[config.mk]
export PLATFORM = sky130hd
export DESIGN_NAME = rom_host_ctrl
export DESIGN_NICKNAME = d
export VERILOG_FILES = /design/src/verilog/rom_host_pkg.sv /design/src/verilog/rom_pin_sync.sv /design/src/verilog/rom_host_ctrl.sv
export SDC_FILE = /design/constraint.sdc
export NUM_CORES = 1
export LEC_CHECK = 0
export BUFFER_PORTS_ARGS = -buffer_cell sky130_fd_sc_hd__buf_4
export CORE_MARGIN = 2
export CORE_UTILIZATION = 59
export CTS_BUF_LIST = sky130_fd_sc_hd__clkbuf_8
export DETAILED_ROUTE_END_ITERATION = 10
export PLACE_DENSITY_LB_ADDON = 0.1
export SKIP_LAST_GASP = 1
export SYNTH_ARGS = -nofsm -noshare
export SYNTH_HDL_FRONTEND = slang
export SYNTH_SLANG_ARGS = --single-unit
[constraint.sdc]
create_clock -name clock_i -period 3.9 [get_ports clock_i]
set_input_delay 0.39 -clock clock_i [delete_from_list [all_inputs] [get_ports clock_i]]
set_output_delay 0.39 -clock clock_i [all_outputs]
set_load 0.02 [all_outputs]
[src/verilog/rom_host_pkg.sv]
// Purpose: Constants for the page-mode ROM host read controller.
// Assumes: 250 MHz clock (4 ns period); ROM timing figures in ns.
// Notes:   Cycle counts are derived from the ns figures.
//
// Summary of operation
// Keep chip select high during and after power-up until the wait ends.
// Hold chip select high at least 200 ns after power-up before any read.
// While selected, every address change settles within 10 ns.
// Address skew limit applies only while chip is selected.
// Upper and page address bits split at 3 or 4 lowest byte bits.
// Page-only change gives data in 25 ns; upper change needs 90 ns.
// Assert output gate before page address bits become stable.
// Chip select to valid data within 90 ns (85 ns at higher supply).
// Output gate to valid data within 25 ns with address settled.
// Outputs float within 25 ns of deselect or gate off; hold 0 ns.
// Width select change gives new organisation within 90 ns (85 ns).
// Word mode: shared pin is data bit fifteen.
// Byte mode: data bits 8 to 14 float; shared pin is lowest address.
// Width select high means 16-bit words, low means bytes.
// Output gate polarity fixed: active low, active high or ignored.
package rom_host_pkg;

	// ------------------------------------------------------------
	// Clock and timing figures
	// ------------------------------------------------------------
	localparam int CLK_PERIOD_NS          = 4;
	localparam int POWERUP_WAIT_NS        = 200;
	localparam int ADDR_ACCESS_NS         = 90;
	localparam int PAGE_ACCESS_NS         = 25;
	localparam int CHIP_ACCESS_NS         = 90;
	localparam int GATE_ACCESS_NS         = 25;
	localparam int OUTPUT_FLOAT_DELAY_NS  = 25;
	localparam int WIDTH_SWITCH_DELAY_NS  = 90;

	// Least times round up to whole cycles; two extra cycles cover pin sync
	localparam int POWERUP_CYC   = (POWERUP_WAIT_NS + CLK_PERIOD_NS - 1) / CLK_PERIOD_NS;
	localparam int ADDR_CYC      = (ADDR_ACCESS_NS + CLK_PERIOD_NS - 1) / CLK_PERIOD_NS;
	localparam int PAGE_CYC      = (PAGE_ACCESS_NS + CLK_PERIOD_NS - 1) / CLK_PERIOD_NS;
	localparam int CHIP_CYC      = (CHIP_ACCESS_NS + CLK_PERIOD_NS - 1) / CLK_PERIOD_NS;
	localparam int GATE_CYC      = (GATE_ACCESS_NS + CLK_PERIOD_NS - 1) / CLK_PERIOD_NS;
	localparam int FLOAT_CYC     = (OUTPUT_FLOAT_DELAY_NS + CLK_PERIOD_NS - 1) / CLK_PERIOD_NS;
	localparam int WIDTH_CYC     = (WIDTH_SWITCH_DELAY_NS + CLK_PERIOD_NS - 1) / CLK_PERIOD_NS;
	localparam int SYNC_CYC      = 2;

	// ------------------------------------------------------------
	// Widths and encodings
	// ------------------------------------------------------------
	localparam int ADDR_W        = 21;   // Byte address incl. lowest byte bit
	localparam int PIN_ADDR_W    = 20;
	localparam int DATA_W        = 16;
	localparam int CNT_W         = 8;

	localparam logic [1:0] GATE_ACTIVE_LOW  = 2'h0;
	localparam logic [1:0] GATE_ACTIVE_HIGH = 2'h1;
	localparam logic [1:0] GATE_IGNORED     = 2'h2;

	typedef enum logic [2:0] {
		ST_POWERUP = 3'h0,
		ST_IDLE    = 3'h1,
		ST_SELECT  = 3'h2,
		ST_WAIT    = 3'h3,
		ST_CAPTURE = 3'h4,
		ST_FLOAT   = 3'h5
	} host_state_t;

endpackage : rom_host_pkg

[src/verilog/rom_pin_sync.sv]
// Purpose: Two-flop synchroniser for the ROM data pins.
// Assumes: Data pins are asynchronous to clock_i.
// Notes:   First stage is read only by the second stage.
module rom_pin_sync #(
	parameter int WIDTH = 16
) (
	// Clock and reset
	input  wire logic             clock_i,
	input  wire logic             rst_n_i,
	// Data
	input  wire logic [WIDTH-1:0] async_i,
	output logic      [WIDTH-1:0] sync_o
);
	logic [WIDTH-1:0] meta;

	// ------------------------------------------------------------
	// Two stages per bit
	// ------------------------------------------------------------
	always_ff @(posedge clock_i or negedge rst_n_i)
	begin
		if (!rst_n_i)
		begin
			meta   <= '0;
			sync_o <= '0;
		end
		else
		begin
			meta   <= async_i;
			sync_o <= meta;
		end
	end

endmodule : rom_pin_sync

[src/verilog/rom_host_ctrl.sv]
// Purpose: Host controller reading a page-mode mask ROM through its pins.
// Assumes: One 250 MHz clock; ROM pins are asynchronous and wait-timed.
// Notes:   All ROM timing is met by counting whole cycles, never by sampling.
module rom_host_ctrl
	import rom_host_pkg::*;
#(
	parameter int         PAGE_BITS   = 3,          // 3 for 8-byte, 4 for 16-byte page
	parameter logic [1:0] GATE_OPTION = 2'h0        // Mask-fixed gate polarity
) (
	// Clock and reset
	input  wire logic                            clock_i,
	input  wire logic                            rst_n_i,
	// User request side
	input  wire logic                            req_valid_i,
	output logic                                 req_ready_o,
	input  wire logic [rom_host_pkg::ADDR_W-1:0] req_addr_i,
	input  wire logic                            word_mode_i,
	output logic                                 rsp_valid_o,
	output logic      [rom_host_pkg::DATA_W-1:0] rsp_data_o,
	output logic                                 powerup_done_o,
	// ROM pins
	output logic [rom_host_pkg::PIN_ADDR_W-1:0]  rom_addr_o,
	output logic                                 rom_chip_sel_n_o,
	output logic                                 rom_gate_o,
	output logic                                 rom_word_mode_o,
	input  wire logic [14:0]                     rom_data_i,
	input  wire logic                            data_bit_fifteen_i,
	output logic                                 data_bit_fifteen_o,
	output logic                                 data_bit_fifteen_oe_o
);
	import rom_host_pkg::*;

	// ------------------------------------------------------------
	// Elaboration checks
	// ------------------------------------------------------------
	if (PAGE_BITS != 3 && PAGE_BITS != 4)
		$error("PAGE_BITS must be 3 or 4");
	if (GATE_OPTION != GATE_ACTIVE_LOW && GATE_OPTION != GATE_ACTIVE_HIGH &&
		GATE_OPTION != GATE_IGNORED)
		$error("GATE_OPTION not supported");

	localparam logic [CNT_W-1:0] POWERUP_CNT = CNT_W'(POWERUP_CYC);
	localparam logic [CNT_W-1:0] FULL_CNT    = CNT_W'((CHIP_CYC > ADDR_CYC ? CHIP_CYC : ADDR_CYC)
		+ SYNC_CYC);
	localparam logic [CNT_W-1:0] PAGE_CNT    = CNT_W'((PAGE_CYC > GATE_CYC ? PAGE_CYC : GATE_CYC)
		+ SYNC_CYC);
	localparam logic [CNT_W-1:0] WIDTH_CNT   = CNT_W'(WIDTH_CYC + SYNC_CYC);
	localparam logic [CNT_W-1:0] FLOAT_CNT   = CNT_W'(FLOAT_CYC);

	host_state_t             state;
	logic [CNT_W-1:0]        count;
	logic [ADDR_W-1:0]       cur_addr;
	logic                    addr_open;     // A previous address is still selected
	logic                    mode_reg;
	logic [DATA_W-1:0]       data_sync;
	logic                    page_hit;
	logic                    mode_change;
	logic                    take;
	logic [CNT_W-1:0]        wait_len;      // Cycles of the access now running

	// ------------------------------------------------------------
	// Request decode
	// ------------------------------------------------------------
	// Page hit: an address is still selected and only the low page bits differ
	assign page_hit    = addr_open && (req_addr_i[ADDR_W-1:PAGE_BITS]
		== cur_addr[ADDR_W-1:PAGE_BITS]);
	assign mode_change = word_mode_i != mode_reg;
	assign req_ready_o = (state == ST_IDLE) || (state == ST_CAPTURE);
	assign take        = req_ready_o && req_valid_i;

	// Data pins cross into the clock domain before anything reads them
	rom_pin_sync #(.WIDTH(DATA_W)) data_sync_u (
		.clock_i (clock_i),
		.rst_n_i (rst_n_i),
		.async_i ({data_bit_fifteen_i, rom_data_i}),
		.sync_o  (data_sync)
	);

	// ------------------------------------------------------------
	// Sequencer
	// ------------------------------------------------------------
	// Chip select stays high from reset until the power-up wait ends
	always_ff @(posedge clock_i or negedge rst_n_i)
	begin
		if (!rst_n_i)
		begin
			state <= ST_POWERUP;
			count <= '0;
		end
		else
		begin
			case (state)
				ST_POWERUP:
				begin
					if (count == POWERUP_CNT - 8'h01)
					begin
						state <= ST_IDLE;
						count <= '0;
					end
					else
						count <= count + 8'h01;
				end
				ST_IDLE, ST_CAPTURE:
				begin
					if (take)
					begin
						state <= ST_WAIT;
						count <= '0;
					end
					else if (state == ST_CAPTURE)
					begin
						state <= ST_FLOAT;
						count <= '0;
					end
				end
				ST_WAIT:
				begin
					if (count == wait_len - 8'h01)
						state <= ST_CAPTURE;
					else
						count <= count + 8'h01;
				end
				ST_FLOAT:
				begin
					// Deselected; wait out the float time before next select
					if (count == FLOAT_CNT - 8'h01)
						state <= ST_IDLE;
					else
						count <= count + 8'h01;
				end
				default:
				begin
					state <= ST_POWERUP;
					count <= '0;
				end
			endcase
		end
	end

	// Wait length chosen when the request is taken
	always_ff @(posedge clock_i or negedge rst_n_i)
	begin
		if (!rst_n_i)
			wait_len <= '0;
		else if (take)
		begin
			if (mode_change)
				wait_len <= WIDTH_CNT;
			else if (page_hit)
				wait_len <= PAGE_CNT;
			else
				wait_len <= FULL_CNT;
		end
	end

	// ------------------------------------------------------------
	// Pin drive
	// ------------------------------------------------------------
	// Address and mode change only in the same edge that selection begins or
	// continues; flops switch in one edge, far inside the skew limit.
	always_ff @(posedge clock_i or negedge rst_n_i)
	begin
		if (!rst_n_i)
		begin
			cur_addr  <= '0;
			mode_reg  <= 1'b1;
			addr_open <= 1'b0;
		end
		else
		begin
			if (take)
			begin
				cur_addr  <= req_addr_i;
				mode_reg  <= word_mode_i;
				addr_open <= 1'b1;
			end
			else if (state == ST_CAPTURE)
				addr_open <= 1'b0;
		end
	end

	// Chip select and gate: both active from take through capture. The gate
	// goes active together with select, so it is always before page bits settle.
	logic active;
	assign active = (state == ST_WAIT) || (state == ST_CAPTURE);
	always_comb
	begin
		rom_chip_sel_n_o = !active;
		case (GATE_OPTION)
			GATE_ACTIVE_HIGH: rom_gate_o = active;
			GATE_ACTIVE_LOW:  rom_gate_o = !active;
			default:          rom_gate_o = 1'b0;
		endcase
	end

	assign rom_addr_o         = cur_addr[ADDR_W-1:1];
	assign rom_word_mode_o    = mode_reg;
	// Shared pin driven as lowest address only in byte mode
	assign data_bit_fifteen_o    = cur_addr[0];
	assign data_bit_fifteen_oe_o = !mode_reg;

	// ------------------------------------------------------------
	// Answer
	// ------------------------------------------------------------
	// Byte mode keeps only the low byte; the upper pins float then
	always_ff @(posedge clock_i or negedge rst_n_i)
	begin
		if (!rst_n_i)
		begin
			rsp_valid_o <= 1'b0;
			rsp_data_o  <= '0;
		end
		else
		begin
			rsp_valid_o <= (state == ST_WAIT) && (count == wait_len - 8'h01);
			if ((state == ST_WAIT) && (count == wait_len - 8'h01))
				rsp_data_o <= mode_reg ? data_sync
					: {8'h00, data_sync[7:0]};
		end
	end

	// Power-up complete flag
	always_ff @(posedge clock_i or negedge rst_n_i)
	begin
		if (!rst_n_i)
			powerup_done_o <= 1'b0;
		else if (state != ST_POWERUP)
			powerup_done_o <= 1'b1;
	end

endmodule : rom_host_ctrl

==> summary.log <==
[logic_synthesis] flip-flop and latch count after synthesis 86
[logic_synthesis] compound-gate portion of the synthesized area 7.00%
[floorplan] Die W 80.5 um
[logic_synthesis] synth top area cells dfrtp_1 62%, mux2_2 8.8%, xor2_1 3.6%, nand2_1 2.5%, o21ai_0 2.5%
[global_routing] largest net degree at the start of global routing 87
[global_routing] antenna violations before repair 0
[job] Maximum Capacitance Violations 0
[timing] maximum clock frequency 440 MHz
[final_layout] antenna diode count 0
[logic_synthesis] main combinational cell family by area after synthesis simple AND/OR/NAND/NOR gates
[logic_synthesis] largest area contributor in the synthesized netlist dfrtp_1
[timing] Hold Fails Final Rpt 0
[timing] number of pins with negative max-slew slack in the final report 0
[power_and_ir_drop] largest vdd supply drop 0.468 mV
[routing] Routed Antenna Nets 0
[timing] headroom to the max-slew limit 22.2%
[logic_synthesis] most common cell in the netlist dfrtp_1
[routing] number of DRC markers in iteration 0 154
[power_and_ir_drop] total power per unit cell area 380 nW/um^2
[worst_setup_path] arrival time worst endpoint 2.51 ns
[cts] cts-stage hold buffer count 0
[routing] total routed wirelength 6560 um
[worst_setup_path] CP cell instances xnor2_1, nor2_1, and2_1, mux2_2
[worst_setup_path] Worst path slowest cell and2_1
[logic_synthesis] instance count of the mapped netlist 275
[cts] sink count of the clock tree 86
[cts] total CTS buffers 9
[timing] hold slack 0.141 ns
[worst_setup_path] start-to-end type of the worst setup path reg2reg
[routing] per-cell via count in the routed design 5.32
[placement] placer congestion estimate 0.812
[placement] cell count after placement 419
[global_routing] global-route wire length before repair 10200 um
[cts] CTS-repair resized insts 0
[cts] clk root buf clkbuf_8
[worst_setup_path] Crit Path Max Fanout 27
[logic_synthesis] portion of netlist area occupied by mux cells 9.68%
[global_routing] via count of the first global-routing pass 2219
[logic_synthesis] Syn Std Cell Area 3450 um^2
[final_layout] Total Nets Final 403
[floorplan] row cnt 27
[logic_synthesis] fraction of synthesis flops using an asynchronous set or reset pin 100%
[logic_synthesis] area fraction in and, or, nand and nor cells after synthesis 10.4%
[logic_synthesis] share of the synthesized area in the top cell type 61.6%
[timing] worst clock skew 0.0118 ns
[global_routing] global routing usage summed across all routing layers 21.4%
[logic_synthesis] Avg Synthesized Cell Area 12.6 um^2
[logic_synthesis] syn nets 320
[floorplan] Total Die Area 6480 um^2
[cts] TritonCTS clock tree built
[cts] CTS max path bufs 2
[routing] wire per inst 15.1 um
[placement] final HPWL from detailed placement 4500 um
[worst_setup_path] family of cells with the greatest summed delay on the critical path simple AND/OR/NAND/NOR gates
[logic_synthesis] Top FF cell, synth dfrtp_1
[routing] total number of vias 2308
[cts] clock-pin slew on the worst setup and hold paths 0.08 ns
[cts] post-CTS setup-driven buffer insertion count 0
[timing] setup repair after global routing missed its margin false
[logic_synthesis] post-synth cell types 44
[logic_synthesis] share of the synthesized netlist area taken by xor and xnor gates 5.58%
[logic_synthesis] number of enable-type register cells in the synthesized netlist 0
[cts] source-to-sink clock delay at the later pin of the worst-skew pair 0.35 ns
[global_routing] total congestion overflow after global routing 0
[timing] crit share post-route 58.3%
[floorplan] Floorplan Core Area 5570 um^2
[worst_setup_path] Crit path buffers/inverters 0
[final_layout] proportion of layout cells with a drive suffix above 1 36.7%
[timing] Final setup viols 0
[timing] TNS Setup 0 ns
[routing] DR pass1 iterations 5
[worst_setup_path] Critical Path Source Type flop
[floorplan] top-level port count 85
[floorplan] die extent in y 80.5 um
[worst_setup_path] Required @ worst endpoint 4.14 ns
[outcome] outcome finished clean
[cts] level count of the clock H-tree 3
[timing] crit path time final 2.28 ns
[worst_setup_path] Worst setup EP type flop
[final_layout] Cell Count, Final, Fillers Out 434
[logic_synthesis] part of the Yosys area used for sequential elements 62.4%
[final_layout] Area growth syn-to-layout 25.0%
[floorplan] initial standard-cell utilization of the core 61.9%
[worst_setup_path] longest individual stage delay on the worst path 0.91 ns
[logic_synthesis] Yosys warning count 0
[logic_synthesis] most used standard cells in the synthesized netlist 85 x dfrtp_1, 27 x mux2_2, 23 x nand2_1, 17 x o21ai_0, 14 x xor2_1
[final_layout] final-layout fill cell count 355
[logic_synthesis] arithmetic-cell share of the synthesized area counting full adders, half adders and majority gates 1.45%
[power_and_ir_drop] Leak 2.18 nW
[routing] DRC violations left 0
[timing] Slew @ Worst Pin 1.17 ns
[final_layout] Multi-input gate area 1180 um^2
[placement] total of buffers placed on input and output ports 84
[final_layout] footprint of the flip-flops and latches 2150 um^2
[worst_hold_path] path category of the worst min-delay check in2reg
-- cell usage in the layout, fill, tap and decap left out, drive strengths merged, types with 3 or more instances in the layout --
cell | synthesis | final
nor3 | 4 | 4
nand3 | 5 | 5
o21ai | 18 | 18
o22ai | 4 | 4
dfrtp | 85 | 85
mux2 | 29 | 29
a21oi | 10 | 10
buf | 9 | 85
nor4 | 4 | 4
nand4 | 4 | 4
ha | 4 | 4
nand2 | 23 | 23
nand2b | 5 | 5
or2 | 3 | 3
xor2 | 14 | 14
xnor2 | 8 | 8
inv | 12 | 14
nor2 | 8 | 8
clkbuf | 4 | 9
-- metrics by stage --
step	worst slack [ns]	cell area [um^2]	power (W)	util (%)
after global routing	1.49	4320	0.00169	77.4
after CTS	1.65	4320	0.00165	77.4
after floorplan	2.04	3450	0.000938	-
final	1.62	4320	0.00164	77.4
after global placement	1.73	4110	0.000990	73.6
after detailed placement	1.67	4110	0.000994	73.6
-- worst register-to-register path, stage by stage (launching register included) --
cell and delay, ns:
dfrtp_1 0.52, xnor2_1 0.18, nor2_1 0.11, and2_1 0.91, mux2_2 0.44
-- path summary, 6_finish.rpt --
check                                             end           startpoint  cells after the start  slack, ns
worst min-delay path              data_sync_u.meta[3]        rom_data_i[3]                      1       0.14
worst min register to register  data_sync_u.sync_o[8]  data_sync_u.meta[8]                      0       0.35
worst max-delay path                     cur_addr[10]             state[2]                      4       1.62
worst max register to register           cur_addr[10]             state[2]                      4       1.62
max in group asynchronous               rsp_data_o[9]              rst_n_i                      1       3.03
min in group asynchronous                    count[0]              rst_n_i                      1       0.19
-- per-layer routing --
| layer | global-route usage [%] | vias up | share of wire [%] |
|---|---|---|---|
| met5 | 0 | - | 0 |
| met4 | 7.12 | 0 | 1.3 |
| met3 | 5.28 | 6 | 5.7 |
| met2 | 36.2 | 80 | 51 |
| met1 | 27.0 | 1117 | 42 |
| li1 | - | 1105 | - |
-- where the power goes --
group / total [W] / switching [W] / internal, W
Clock: 0.000666 / 0.000309 / 0.000357
Combinational: 0.0000622 / 0.0000304 / 0.0000319
Sequential: 0.000912 / 0.00000432 / 0.000907
-- flip-flops by register name, indices dropped and copies added, names as in the netlist --
register / cells
addr_open: 1
count: 8
rsp_data_o: 16
data_sync_u.sync_o: 16
state: 3
rsp_valid_o: 1
cur_addr: 21
rom_word_mode_o: 1
wait_len: 2
powerup_done_o: 1
data_sync_u.meta: 16
-- final cells by class --
class                      instances  share of cell area, %
clock buffer                       9                   2.87
clock inverter                     6                   2.03
inverter                          12                   1.04
multi-input combinational        164                   27.3
sequential                        86                   49.9
tap                               72                   2.09
timing repair buffer              85                   14.8
-- logic make-up (layout without fill, tap and decap cells) --
| family | Yosys count | after routing |
|---|---|---|
| compound gates | 42 | 42 |
| xor+xnor | 22 | 22 |
| fa+ha+maj | 4 | 4 |
| buf+inv | 25 | 112 |
| flops | 86 | 86 |
| mux | 29 | 29 |
| simple gates | 67 | 67 |
Power figures use the tool's default switching activity.
